**config.mk**
```make
export PLATFORM = sky130hd
export DESIGN_NAME = crtc_vertical_addr_control
export DESIGN_NICKNAME = d
export VERILOG_FILES = /design/src/crtc_pkg.sv /design/src/pulse_divider.sv /design/src/crtc_vertical_addr_control.sv
export SDC_FILE = /design/constraint.sdc
export NUM_CORES = 1
export LEC_CHECK = 0
export BUFFER_PORTS_ARGS = -buffer_cell sky130_fd_sc_hd__buf_2
export CAP_MARGIN = 5
export CORE_MARGIN = 2
export CORE_UTILIZATION = 45
export DETAILED_ROUTE_END_ITERATION = 12
export PLACE_DENSITY = 0.65
export SLEW_MARGIN = 20
export SYNTH_ARGS = -nofsm -noshare
export SYNTH_HDL_FRONTEND = slang
export SYNTH_SLANG_ARGS = --single-unit
```
**constraint.sdc**
```tcl
create_clock -name clk_sys -period 5.3 [get_ports clk_sys]
set_input_delay 0.795 -clock clk_sys [delete_from_list [all_inputs] [get_ports clk_sys]]
set_output_delay 0.795 -clock clk_sys [all_outputs]
set_load 0.02 [all_outputs]
```
**src/crtc_pkg.sv**
```systemverilog
package crtc_pkg;
    // index/data port selection
    localparam logic PORT_INDEX = 1'b0;
    localparam logic PORT_DATA = 1'b1;
    // register indices
    localparam logic [7:0] IDX_UNDERLINE_ROW_ADDR_MODE = 8'h14;
    localparam logic [7:0] IDX_VBLANK_START = 8'h15;
    localparam logic [7:0] IDX_VBLANK_END = 8'h16;
    localparam logic [7:0] IDX_CRT_MODE_CONTROL = 8'h17;
    localparam logic [7:0] IDX_SPLIT_LINE_COMPARE = 8'h18;
    localparam logic [7:0] IDX_CPU_LATCH_READBACK = 8'h22;
    localparam logic [7:0] IDX_ATTR_INDEX_READBACK = 8'h24;
    localparam logic [7:0] IDX_ATTR_INDEX_READBACK_ALT = 8'h26;
    // underline_row_addr_mode fields
    localparam int UL_LOC_LSB = 0;
    localparam int UL_LOC_W = 5;
    localparam int UL_COUNT_BY_FOUR = 5;
    localparam int UL_DOUBLEWORD_SELECT = 6;
    localparam logic [7:0] UL_RD_MASK = 8'h7F;
    // crt_mode_control fields
    localparam int MC_BANK_TWO_SELECT = 0;
    localparam int MC_BANK_FOUR_SELECT = 1;
    localparam int MC_VERTICAL_DOUBLE = 2;
    localparam int MC_WORD_MODE_COUNT = 3;
    localparam int MC_ADDRESS_WRAP_SELECT = 5;
    localparam int MC_BYTE_MODE = 6;
    localparam int MC_RETRACE_ENABLE = 7;
    localparam logic [7:0] MC_RD_MASK = 8'hEF;
    localparam logic [7:0] MC_RESET = 8'h00;
    // other reset values (power-on undefined, zero chosen)
    localparam logic [7:0] REG_RESET = 8'h00;
    localparam logic [7:0] INDEX_RESET = 8'h00;
    // address path
    localparam int ADDR_W = 16;
    localparam int VCOUNT_W = 11;
    localparam int ROW_W = 5;
    localparam int OFFSET_W = 10;
    // row pitch multipliers as shift amounts (x2, x4, x8)
    localparam int PITCH_SHIFT_WORD = 1;
    localparam int PITCH_SHIFT_DWORD = 2;
    localparam int PITCH_SHIFT_QWORD = 3;
    // memory address counter step periods in character clocks, vertical divider in retrace clocks
    localparam int STEP_DIV_WORD = 2;
    localparam int STEP_DIV_FOUR = 4;
    localparam int VT_DIV_DOUBLE = 2;
endpackage

```
**src/pulse_divider.sv**
```systemverilog
`timescale 1ns/1ps
module pulse_divider #(
    parameter int DIV = 2
) (
    // clock and reset
    input wire logic clk_sys,
    input wire logic arst_n,
    // control
    input wire logic clear,
    input wire logic tick_in,
    // divided tick
    output logic tick_out
);
    localparam int CW = (DIV > 1) ? $clog2(DIV) : 1;
    localparam logic [CW-1:0] LAST = CW'(DIV - 1);

    logic [CW-1:0] count_q;

    // clear realigns the phase at a line start
    always_ff @(posedge clk_sys or negedge arst_n) begin
        if (!arst_n) begin
            count_q <= '0;
        end else if (clear) begin
            count_q <= '0;
        end else if (tick_in) begin
            count_q <= (count_q == LAST) ? '0 : count_q + CW'(1);
        end
    end

    assign tick_out = tick_in && (count_q == LAST);
endmodule

```
**src/crtc_vertical_addr_control.sv**
```systemverilog
`timescale 1ns/1ps
// Operation
// - underline on row scan line equal to five-bit underline field plus one
// - count-by-four steps address counter every four character clocks, else word-mode rule
// - doubleword select makes display addresses doubleword addresses, else byte or word
// - vertical blank begins one line past eleven-bit start value with extension bits
// - vertical blank ends when scan line low eight bits match end value
// - bank-two select low puts row scan bit 0 on address bit 13 during display
// - bank-four select low puts row scan bit 1 on address bit 14 during display
// - vertical counter steps on retrace clock, or half of it when vertical double set
// - word-mode count halves address counter clock; byte-mode low selects word addressing
// - word mode puts counter bit 13 on output bit 0, or bit 15 with wrap set
// - byte-mode low shifts counter up one, counter bit 13 or 15 to output bit 0
// - retrace enable low holds both retrace pulses inactive, nothing else reset
// - scan line equal to line compare clears address counter, rows then advance by pitch
// - latch readback returns graphics latch chosen by two-bit read plane select
// - attribute index readback answers at both of its two indices identically
// - attribute readback packs index, video enable, zero, inverted address flip-flop
// - registers reached through an indexed port: select index, then access data
// - row start advances by line width times two, four or eight by mode
module crtc_vertical_addr_control #(
    parameter int AW = crtc_pkg::ADDR_W,
    parameter int VW = crtc_pkg::VCOUNT_W
) (
    // clock and reset
    input wire logic clk_sys,
    input wire logic arst_n,
    // indexed host port
    input wire logic io_sel,
    input wire logic io_wr,
    input wire logic io_rd,
    input wire logic [7:0] io_wdata,
    output logic [7:0] io_rdata,
    // timing strobes from the character and horizontal logic
    input wire logic char_clk_en,
    input wire logic hretrace_en,
    input wire logic h_display,
    input wire logic hsync_in,
    input wire logic vsync_in,
    // vertical geometry and extension fields held elsewhere
    input wire logic [VW-1:0] vertical_total,
    input wire logic [VW-1:0] vertical_display_end,
    input wire logic [crtc_pkg::ROW_W-1:0] max_scan_line,
    input wire logic [2:0] vblank_start_ext,
    input wire logic [2:0] line_compare_ext,
    input wire logic [crtc_pkg::OFFSET_W-1:0] logical_line_width,
    input wire logic quadword_select,
    input wire logic [AW-1:0] display_start_addr,
    // graphics and attribute controller state for readback
    input wire logic [31:0] gc_cpu_latch,
    input wire logic [1:0] read_plane_select,
    input wire logic [4:0] attr_index,
    input wire logic video_display_enable,
    input wire logic attr_address_flipflop,
    // display outputs
    output logic [AW-1:0] mem_addr,
    output logic underline,
    output logic vblank,
    output logic hsync_out,
    output logic vsync_out
);
    logic [7:0] index_q;
    logic [7:0] ul_mode_q;
    logic [7:0] vbs_q;
    logic [7:0] vbe_q;
    logic [7:0] mode_q;
    logic [7:0] lcmp_q;
    logic [7:0] rdata_d;
    logic [VW-1:0] scan_q;
    logic [crtc_pkg::ROW_W-1:0] row_q;
    logic [AW-1:0] ma_q;
    logic [AW-1:0] row_start_q;
    logic [AW-1:0] addr_d;
    logic [AW-1:0] pitch;
    logic [VW-1:0] vbs_full;
    logic [VW-1:0] lcmp_full;
    logic [VW-1:0] scan_next;
    logic data_wr;
    logic frame_end;
    logic row_end;
    logic split_hit;
    logic v_active;
    logic line_tick;
    logic line_tick_half;
    logic step_half;
    logic step_four;
    logic ma_step;

    function automatic logic is_attr_readback(input logic [7:0] idx);
        is_attr_readback = (idx == crtc_pkg::IDX_ATTR_INDEX_READBACK) ||
            (idx == crtc_pkg::IDX_ATTR_INDEX_READBACK_ALT);
    endfunction

    // host port: index write, then data access
    assign data_wr = io_wr && (io_sel == crtc_pkg::PORT_DATA);

    always_ff @(posedge clk_sys or negedge arst_n) begin
        if (!arst_n) begin
            index_q <= crtc_pkg::INDEX_RESET;
        end else if (io_wr && (io_sel == crtc_pkg::PORT_INDEX)) begin
            index_q <= io_wdata;
        end
    end

    // readback registers take no writes
    always_ff @(posedge clk_sys or negedge arst_n) begin
        if (!arst_n) begin
            ul_mode_q <= crtc_pkg::REG_RESET;
            vbs_q <= crtc_pkg::REG_RESET;
            vbe_q <= crtc_pkg::REG_RESET;
            mode_q <= crtc_pkg::MC_RESET;
            lcmp_q <= crtc_pkg::REG_RESET;
        end else if (data_wr) begin
            if (index_q == crtc_pkg::IDX_UNDERLINE_ROW_ADDR_MODE) begin
                ul_mode_q <= io_wdata & crtc_pkg::UL_RD_MASK;
            end else if (index_q == crtc_pkg::IDX_VBLANK_START) begin
                vbs_q <= io_wdata;
            end else if (index_q == crtc_pkg::IDX_VBLANK_END) begin
                vbe_q <= io_wdata;
            end else if (index_q == crtc_pkg::IDX_CRT_MODE_CONTROL) begin
                mode_q <= io_wdata & crtc_pkg::MC_RD_MASK;
            end else if (index_q == crtc_pkg::IDX_SPLIT_LINE_COMPARE) begin
                lcmp_q <= io_wdata;
            end
        end
    end

    always_comb begin
        rdata_d = 8'h00;
        if (io_sel == crtc_pkg::PORT_INDEX) begin
            rdata_d = index_q;
        end else if (index_q == crtc_pkg::IDX_UNDERLINE_ROW_ADDR_MODE) begin
            rdata_d = ul_mode_q & crtc_pkg::UL_RD_MASK;
        end else if (index_q == crtc_pkg::IDX_VBLANK_START) begin
            rdata_d = vbs_q;
        end else if (index_q == crtc_pkg::IDX_VBLANK_END) begin
            rdata_d = vbe_q;
        end else if (index_q == crtc_pkg::IDX_CRT_MODE_CONTROL) begin
            rdata_d = mode_q & crtc_pkg::MC_RD_MASK;
        end else if (index_q == crtc_pkg::IDX_SPLIT_LINE_COMPARE) begin
            rdata_d = lcmp_q;
        end else if (index_q == crtc_pkg::IDX_CPU_LATCH_READBACK) begin
            rdata_d = gc_cpu_latch[read_plane_select*8 +: 8];
        end else if (is_attr_readback(index_q)) begin
            rdata_d = {~attr_address_flipflop, 1'b0, video_display_enable,
                attr_index};
        end
    end

    // read data held from a register so it stays steady after the strobe
    always_ff @(posedge clk_sys or negedge arst_n) begin
        if (!arst_n) begin
            io_rdata <= 8'h00;
        end else if (io_rd) begin
            io_rdata <= rdata_d;
        end
    end

    // vertical timing clock: retrace strobe, optionally halved
    pulse_divider #(
        .DIV(crtc_pkg::VT_DIV_DOUBLE)
    ) u_vt_div (
        .clk_sys(clk_sys),
        .arst_n(arst_n),
        .clear(1'b0),
        .tick_in(hretrace_en),
        .tick_out(line_tick_half)
    );

    assign line_tick = mode_q[crtc_pkg::MC_VERTICAL_DOUBLE] ?
        line_tick_half : hretrace_en;

    assign frame_end = (scan_q == vertical_total);
    assign row_end = (row_q == max_scan_line);
    assign vbs_full = {vblank_start_ext, vbs_q};
    assign lcmp_full = {line_compare_ext, lcmp_q};
    assign split_hit = (scan_q == lcmp_full);
    assign scan_next = frame_end ? '0 : scan_q + VW'(1);
    assign v_active = (scan_q <= vertical_display_end);

    always_ff @(posedge clk_sys or negedge arst_n) begin
        if (!arst_n) begin
            scan_q <= '0;
            row_q <= '0;
        end else if (line_tick) begin
            scan_q <= scan_next;
            row_q <= (frame_end || row_end || split_hit) ? '0 :
                row_q + crtc_pkg::ROW_W'(1);
        end
    end

    // underline and vertical blank are decided per scan line
    always_ff @(posedge clk_sys or negedge arst_n) begin
        if (!arst_n) begin
            underline <= 1'b0;
            vblank <= 1'b0;
        end else begin
            underline <= (row_q == ul_mode_q[crtc_pkg::UL_LOC_LSB +: crtc_pkg::UL_LOC_W] +
                crtc_pkg::ROW_W'(1));
            // compare the line about to start, so blank lines up with the scan count
            if (line_tick && (scan_next == vbs_full + VW'(1))) begin
                vblank <= 1'b1;
            end else if (line_tick && (scan_next[7:0] == vbe_q)) begin
                vblank <= 1'b0;
            end
        end
    end

    // character clock dividers for the address counter, realigned each line
    pulse_divider #(
        .DIV(crtc_pkg::STEP_DIV_WORD)
    ) u_ma_div2 (
        .clk_sys(clk_sys),
        .arst_n(arst_n),
        .clear(hretrace_en),
        .tick_in(char_clk_en),
        .tick_out(step_half)
    );

    pulse_divider #(
        .DIV(crtc_pkg::STEP_DIV_FOUR)
    ) u_ma_div4 (
        .clk_sys(clk_sys),
        .arst_n(arst_n),
        .clear(hretrace_en),
        .tick_in(char_clk_en),
        .tick_out(step_four)
    );

    always_comb begin
        if (ul_mode_q[crtc_pkg::UL_COUNT_BY_FOUR]) begin
            ma_step = step_four;
        end else if (mode_q[crtc_pkg::MC_WORD_MODE_COUNT]) begin
            ma_step = step_half;
        end else begin
            ma_step = char_clk_en;
        end
    end

    // row pitch in counter units: x2 word, x4 doubleword, x8 quadword
    always_comb begin
        if (quadword_select) begin
            pitch = AW'({logical_line_width, 3'b000});
        end else if (ul_mode_q[crtc_pkg::UL_DOUBLEWORD_SELECT]) begin
            pitch = AW'({logical_line_width, 2'b00});
        end else begin
            pitch = AW'({logical_line_width, 1'b0});
        end
    end

    always_ff @(posedge clk_sys or negedge arst_n) begin
        if (!arst_n) begin
            row_start_q <= '0;
            ma_q <= '0;
        end else if (line_tick) begin
            if (frame_end) begin
                row_start_q <= display_start_addr;
                ma_q <= display_start_addr;
            end else if (split_hit) begin
                row_start_q <= '0;
                ma_q <= '0;
            end else if (row_end) begin
                row_start_q <= row_start_q + pitch;
                ma_q <= row_start_q + pitch;
            end else begin
                ma_q <= row_start_q;
            end
        end else if (ma_step && h_display && v_active) begin
            ma_q <= ma_q + AW'(1);
        end
    end

    // address output mapping, then bank substitution during display
    always_comb begin
        if (ul_mode_q[crtc_pkg::UL_DOUBLEWORD_SELECT]) begin
            addr_d = {ma_q[AW-3:0], ma_q[AW-1:AW-2]};
        end else if (!mode_q[crtc_pkg::MC_BYTE_MODE]) begin
            addr_d = {ma_q[AW-2:0], mode_q[crtc_pkg::MC_ADDRESS_WRAP_SELECT] ?
                ma_q[15] : ma_q[13]};
        end else begin
            addr_d = ma_q;
        end
        if (h_display && v_active) begin
            if (!mode_q[crtc_pkg::MC_BANK_TWO_SELECT]) begin
                addr_d[13] = row_q[0];
            end
            if (!mode_q[crtc_pkg::MC_BANK_FOUR_SELECT]) begin
                addr_d[14] = row_q[1];
            end
        end
    end

    always_ff @(posedge clk_sys or negedge arst_n) begin
        if (!arst_n) begin
            mem_addr <= '0;
        end else begin
            mem_addr <= addr_d;
        end
    end

    // gating only; the counters keep running so re-enable is seamless
    always_ff @(posedge clk_sys or negedge arst_n) begin
        if (!arst_n) begin
            hsync_out <= 1'b0;
            vsync_out <= 1'b0;
        end else begin
            hsync_out <= hsync_in && mode_q[crtc_pkg::MC_RETRACE_ENABLE];
            vsync_out <= vsync_in && mode_q[crtc_pkg::MC_RETRACE_ENABLE];
        end
    end
endmodule

```
==> results by stage, run 1 <==
STA:
- The max-slew violation count is 0.
- Setup violations remaining at the end of the flow were counted as 0.
- The part of the cycle the worst path needs is 61.18%.
- The tightest hold path in the finished design has a slack of ~0.38 ns.
- The sum of negative setup slack is 0 ns.
- The count of endpoints failing hold in the final timing report is 0.
- Setup repair after global routing left no endpoint under its margin.
- The normalized max-slew margin is between 30% and 40%.
- Based on the critical path, the design can be clocked at up to slightly above 0.3 GHz.
- The smallest setup slack after layout is between 2 and 2.5 ns.
- The actual slew at the worst max-slew pin is a little over 0.9 ns.
- The post-route clock skew is around 0.0094 ns.
- The routed design could run at a clock period as short as approximately 3.2 ns.

Placed design:
- The detailed placer's ending HPWL is 17410 um.
- The post-placement cell area is 0.009417 mm^2.
- The worst setup slack after placement is 1.824 ns.
- The final weighted congestion in routability-driven placement is between 0.8 and 0.9.
- Input and output buffers added on the ports amount to 146.

Route:
- The average wire per cell in the routed design is about 18 um.
- After detailed routing, the number of vias per cell comes to just under 6.
- The first detailed-routing pass took 5 iterations.
- The DRC violation count after routing is 0.
- The first routing iteration left 567 violations.
- The overall routed net length is about 24000 um.
- The number of routed nets with antenna violations is 0.
- The routed layout has between 7k and 8k vias.

GRT:
- In the global route stage, overall resource usage came out at 23.89%.
- The wire length of the first global-routing pass is 37740 um.
- Entering global routing, the biggest net connects 53 pins.
- The number of global-route vias before repair is 7184.
- The number of antenna violations at the first check in global routing was 0.
- The overflow left after global routing is 0.

Floorplanning:
- The total number of placement rows is 50.
- Once the floorplan was initialized, standard cells occupied a little under half of the core.
- The core region is 0.01871 mm^2.
- In this run the vertical extent of the chip is around 140 um.
- The die area is 0.02024 mm^2.
- The top-level port count is ~150.
- The x dimension of the die is 142.3 um.

Worst hold path:
- The path category of the worst min-delay check is input pin to async pin.

Clocking:
- The H-tree depth reported by CTS is 4.
- The buffer type at the clock tree root is clkbuf_16.
- The number of buffers added for setup after CTS is 0.
- TritonCTS built the clock tree.
- Clock tree synthesis found a total of 126 sinks.
- The number of clock buffers added by TritonCTS is 17.
- The number of hold buffers added after CTS is 0.
- The number of gates resized after cts is 0.
- The clock edge transition at the registers on the reported setup and hold paths is around 0.060 ns.
- The largest buffer count on any clock path is 2.
- The clock reaches the later pin of the worst-skew pair after 0.42 ns.

Pwr:
- For this design the static power due to leakage is between 4 and 5 nW.
- Power spread over the standard cell area amounts to approximately 420 mW/mm^2.
- The design draws 0.004252 W.
- The worst voltage drop across the vdd grid is around 0.32 mV.

Cells and area:
- The number of nets in the layout is about 1.2k.
- The fraction of layout instances using a drive strength above 1 is 24.36%.
- The repair_antennas step left the layout with diodes totalling 0.
- The area overhead of the layout relative to synthesis is 16.41%.
- The cell area after layout is between 0.01 and 0.015 mm^2.

Critical path:
- The data required time at the worst endpoint is about 5.6 ns.
- Along the worst path, the maximum fanout reaches 12.
- The startpoint-to-endpoint class of the critical path is flip-flop to flip-flop.
- The kind of start point of the critical path is a flip-flop.
- The worst setup path is captured at a flip-flop.
- STA puts the critical path data arrival time at roughly 3.5 ns.

Yosys:
- The portion of the post-synthesis area used by sequential elements is between 30% and 40%.
- The async set-reset flop share out of synthesis is 100.0%.
- Synthesis inferred ~130 register bits.
- The biggest area contributor in the post-synthesis netlist is dfrtp_1.
- The count of flip-flops with a built-in enable after synthesis is 0.
- The share of synthesized area in the top cell type comes to a little over a third.
- The synthesized instance count is between 900 and 1k.
- During synthesis, Yosys emitted a total of 0 warnings.
- The synthesized netlist contains 80 unique library cells.
- The prevailing post-synth register cell is dfrtp_1.
- The average instance in the mapped netlist occupies ~9.3 um^2.
- The post-synthesis net count is roughly 1.1k.
- In this run the cell area of the synthesized design comes to between 0.008 and 0.009 mm^2.
- Ranked by total cell area, the synthesized netlist is headed by dfrtp_1 37%, mux2_2 6.3%, nand2_1 4.9%, xnor2_1 4.8%, ha_1 4.2%.

Outcome:
- The run finished with clean final reports.

Job:
- The number of max-cap violations is 0.
Yosys cell counts, drive strengths merged (8+ instances only):
master / n
o31ai: 8
mux2: 55
nand4: 13
a221oi: 13
a31oi: 13
ha: 29
mux2i: 30
nand3: 25
xor2: 29
o21a: 13
nor2: 69
nand2: 112
or3: 14
inv: 26
clkbuf: 29
a21oi: 39
buf: 31
xnor2: 47
o21ai: 73
dfrtp: 126
nor3: 15
mux4: 8
and3: 10
final timing paths:
check / end / depth (start not counted) / slack, ns / start
setup / recovery: row_start_q[11]$_DFFE_PN0P_ / 10 / 2.06 / ul_mode_q[6]$_DFFE_PN0P_
hold / removal: lcmp_q[3]$_DFFE_PN0P_ / 1 / 0.38 / arst_n
setup reg to reg: row_start_q[11]$_DFFE_PN0P_ / 10 / 2.06 / ul_mode_q[6]$_DFFE_PN0P_
hold reg to reg: io_rdata[4]$_DFFE_PN0P_ / 1 / 0.51 / io_rdata[4]$_DFFE_PN0P_
max in group asynchronous: ma_q[2]$_DFFE_PN0P_ / 2 / 3.84 / arst_n
min in group clk_sys: io_rdata[4]$_DFFE_PN0P_ / 1 / 0.51 / io_rdata[4]$_DFFE_PN0P_
placed cells by master (no fill, tap or decap), types with 4 or more instances in the layout:
cell type / n
clkbuf_16: 17
inv_1: 26
and3_1: 10
mux2_2: 48
o21a_1: 13
ha_1: 29
mux2_1: 7
o21bai_1: 4
o31a_1: 4
o21ai_1: 6
mux4_2: 8
a22o_1: 4
o211ai_1: 6
or3_1: 14
nand3_1: 25
nand2_1: 112
nand2b_1: 5
xnor2_1: 47
o2111ai_1: 4
buf_2: 145
xor2_1: 29
a21oi_1: 38
a221oi_1: 13
dfrtp_1: 126
nor2b_1: 4
mux2i_1: 30
clkinv_2: 4
nor3_1: 11
buf_4: 8
a21o_1: 6
a31oi_1: 13
o31ai_1: 8
nor2_1: 68
nand4_1: 13
o21ai_0: 65
flip-flops by register name (all words and copies together), names as in the netlist, 2 cells and up:
register,count
index_q,8
io_rdata,8
lcmp_q,8
ma_q,16
mem_addr,16
mode_q,7
row_q,5
row_start_q,16
scan_q,11
u_ma_div4.count_q,2
ul_mode_q,7
vbe_q,8
vbs_q,8
power breakdown:
part / total, W / leakage [nW] / internal, W / switching (W)
sequential: 0.00156 / 1.52 / 0.00121 / 0.000353
clock: 0.00119 / 0.290 / 0.000756 / 0.000433
combinational: 0.00150 / 2.57 / 0.000667 / 0.000836
total: 0.00425 / 4.38 / 0.00263 / 0.00162
per-layer routing:
layer | vias to the layer above | global-route usage, % | part of all wire, %
li1 | 3586 | - | -
met1 | 3604 | 31.34 | 44
met2 | 182 | 40.12 | 50
met3 | 32 | 4.744 | 4.5
met4 | 0 | 7.000 | 1.8
met5 | - | 0 | 0
critical path, cell delays in order (launching register included):
cell and delay, ns:
dfrtp_1 0.77, mux2i_1 0.29, nor2_1 0.10, fa_1 0.45, a21o_1 0.20, a311oi_1 0.35, o31ai_1 0.20, o211ai_1 0.19
o311ai_1 0.11, a221oi_1 0.35, nor2_1 0.09
area by class of cell:
type / count / area (um^2)
Clock inverter: 11 / 142.6
Sequential cell: 126 / 3153
Fill cell: 1720 / 8693
Timing Repair Buffer: 153 / 785.8
Multi-Input combinational cell: 716 / 5087
Inverter: 26 / 97.59
Tap cell: 234 / 292.8
Clock buffer: 19 / 452.9
metrics by stage:
stage,utilization (%),cells
after floorplan,-,928
after global placement,50.34,1255
after detailed placement,50.34,1255
after CTS,53.53,1285
after global routing,53.53,1285
final,53.53,1285
cell families (layout without fill, tap and decap cells):
logic type	after synthesis	in the layout	synth area share (%)
adder cells (fa/ha/maj)	30	30	4.452
AND/OR/NAND/NOR	295	295	16.53
multiplexers	93	93	12.79
buffers and inverters	86	209	4.393
AO/OA/AOI/OAI	222	222	17.44
XOR/XNOR	76	76	7.739
flip-flops	126	126	36.66
Note: power is estimated with default switching activity, not from simulation.
==> run 2, diff against run 1 <==
- clock period: 5.3 -> 3.2 ns (I/O delays scaled with it)
==> results by stage, run 2 (synthesis results as in run 1) <==
Outcome:
- The run finished with clean final reports.

Cells and area:
- The number of filler instances in the final layout is about 1.7k.
- The post-route netlist has between 20 and 30% of its cells at a drive strength greater than 1.
- The number of non-filler instances in the completed layout is between 1k and 1.5k.
- The largest registers in the layout are ma_q x16, mem_addr x16, row_start_q x16.
- The area overhead of the layout relative to synthesis is 17.53%.
- The top cell types in the final layout, fill and taps aside, are 145 x buf_2, 126 x dfrtp_1, 112 x nand2_1, 68 x nor2_1, 65 x o21ai_0.
- The most common library cell in the layout ignoring fill and taps is buf_2.
- The number of nets in the layout is ~1.2k.
- 0 antenna diodes ended up in the layout.
- Cells fill between 50% and 60% of the core in the end.

STA:
- Of the available clock period, the critical path in the final layout requires 93.49%.
- The count of endpoints failing hold in the final timing report is 0.
- The max-slew violation count was 0.
- Setup violations remaining at the end of the flow were counted as 0.
- The sum of negative setup slack is 0 ns.
- The achievable frequency is between 0.3 and 0.4 GHz.
- The clock arrives with 0.01070 ns of skew.
- Headroom to the max-slew limit came out at around 40%.
- The smallest setup slack after layout is between 0.2 and 0.25 ns.
- The shortest clock period the worst path allows after layout is between 2 and 3 ns.
- The actual slew at the worst max-slew pin is approximately 0.90 ns.

GRT:
- The number of antenna violations at the first check in global routing is 0.
- Entering global routing, the biggest net connects 53 pins.
- The number of global-route vias before repair was 7143.
- Global routing consumed, over all layers together, about a quarter of the routing resources.
- The wire length of the first global-routing pass is between 30000 and 40000 um.
- The total overflow left after global routing is 0.

Critical path:
- The data required time at the worst endpoint is approximately 3.5 ns.
- The most critical setup path has its startpoint at ul_mode_q[6]$_DFFE_PN0P_.
- The kind of cell with the highest combined delay along the critical path is compound AO/OA/AOI/OAI gates.
- Along the worst path, the maximum fanout reaches 12.
- Counting stages on the worst path, the most repeated cell is nor2_1.
- STA classifies the critical path endpoint as a flip-flop.
- Among all stages on the critical path, the largest delay is contributed by fa_1.
- The kind of start point of the critical path is a flip-flop.
- The delay of the slowest cell on the worst path is roughly 0.44 ns.
- For the worst setup path, the data arrival time is between 3 and 4 ns.
- The number of buffers and inverters on the critical path is 1.
- The setup path with the least slack is of type flip-flop to flip-flop.
- The startpoint identified for the worst register-to-register timing path is ul_mode_q[6]$_DFFE_PN0P_.
- Traced cell by cell, the critical path runs through buf_4 -> mux2i_1 -> nor2_1 -> fa_1 -> a21o_1 -> a311oi_1 -> o31ai_2 -> o211ai_1 -> o311ai_1 -> a221oi_1 -> nor2_1.

Placed design:
- The detailed placer's ending HPWL is about 18000 um.
- Counting tap cells, the placed design contains a total of 1266 instances.
- The worst setup slack after placement is just under 0.1 ns.
- The final weighted congestion in routability-driven placement is about 0.87.
- During placement, the flow inserted port buffers numbering 146.

Clocking:
- The number of hold buffers added after CTS is 0.
- The TritonCTS clock tree is done.
- Clock latency on the worst-skew pair, taken at its later pin, is approximately 0.43 ns.
- The H-tree was split into 4 levels.
- The total number of clock tree sinks is around 130.
- The buffer type at the clock tree root is clkbuf_16.
- The number of buffers added by the clock tree synthesis step is 17.
- In this run the post-CTS setup repair buffer count came out at 0.
- The largest buffer count on any clock path is 2.
- After clock tree synthesis, the clock-pin slew on the worst setup and hold paths is 0.06 ns.

Worst hold path:
- The worst hold path belongs to the class input pin to async pin.

Route:
- After detailed routing, the number of vias per cell comes to 5.796.
- The number of routed nets with antenna violations is 0.
- For this run, design rule violations remaining after detail routing come to 0.
- After detailed routing, the total wire length is between 20000 and 25000 um.
- The detailed-router iteration count before antenna repair is 5.
- The total vias in the final route is 7523.
- Dividing the detail-routed wire length by the instance count gives 18.38 um.
- The starting DRC count in detailed routing is 578.

Pwr:
- The design draws approximately 0.0071 W.
- Dividing total power by cell area gives a power density of approximately 700 mW/mm^2.
- The worst voltage drop across the vdd grid is between 0.5 and 0.6 mV.
- Summed over all cells, the static leakage comes to about 4.4 nW.

Floorplanning:
- Measured along the y axis, the die boundary spans 142.3 um.
- The die covers ~0.020 mm^2.
- Pin placement for this block handled around 150 I/O pins.
- The total number of placement rows is 50.
- The x dimension of the die is 142.3 um.
- The effective utilization at floorplan is between 40% and 50%.
- The floorplan core area is roughly 0.019 mm^2.

Job:
- Across the run, the number of max-cap violations was 0.
[run 2: repair_timing]
action / in CTS / in global routing
endpoints found under the hold margin: 0 / 0
setup endpoints to repair: 0 / 2
resized for setup: 0 / 1
[run 2: final timing paths]
check | endpoint | slack [ns] | cells after the start
worst max-delay path | row_start_q[11]$_DFFE_PN0P_ | 0.21 | 11
worst min-delay path | hsync_out$_DFF_PN0_ | 0.06 | 1
worst max register to register | row_start_q[11]$_DFFE_PN0P_ | 0.21 | 11
worst min register to register | io_rdata[3]$_DFFE_PN0P_ | 0.50 | 1
max in group asynchronous | ul_mode_q[0]$_DFFE_PN0P_ | 2.22 | 2
min in group clk_sys | vsync_out$_DFF_PN0_ | 0.27 | 2
[run 2: power by group]
| part | internal [W] | total [W] | switching (W) |
|---|---|---|---|
| combinational | 0.00113 | 0.00256 | 0.00143 |
| clock | 0.00119 | 0.00194 | 0.000755 |
| sequential | 0.00200 | 0.00257 | 0.000568 |
| total | 0.00432 | 0.00707 | 0.00276 |
[run 2: layout make-up]
class,count,area [um^2],area share (%)
clock inverters,13,138.9,1.374
multi-input cells,716,5092,50.38
repair buffers,164,880.8,8.714
clock buffers,19,452.9,4.481
inverters,26,97.59,0.9655
flip-flops and latches,126,3153,31.19
well taps,234,292.8,2.896
[run 2: per-stage QoR]
stage	area, um^2	hold WS [ns]
global route	10110	0.08985
floorplan	8601	0.1844
detailed placement	9512	0.4899
CTS	10100	0.06655
global placement	9512	0.4861
finish	10110	0.05821
[run 2: routing by layer]
layer  global-route usage, %  routed length [um]  vias to the layer above
met5                       0                   0                        -
met4                   6.684                 320                        0
met3                   4.408                1385                       30
met2                   40.38               11870                      231
met1                   32.25               10280                     3650
li1                        -                   -                     3612
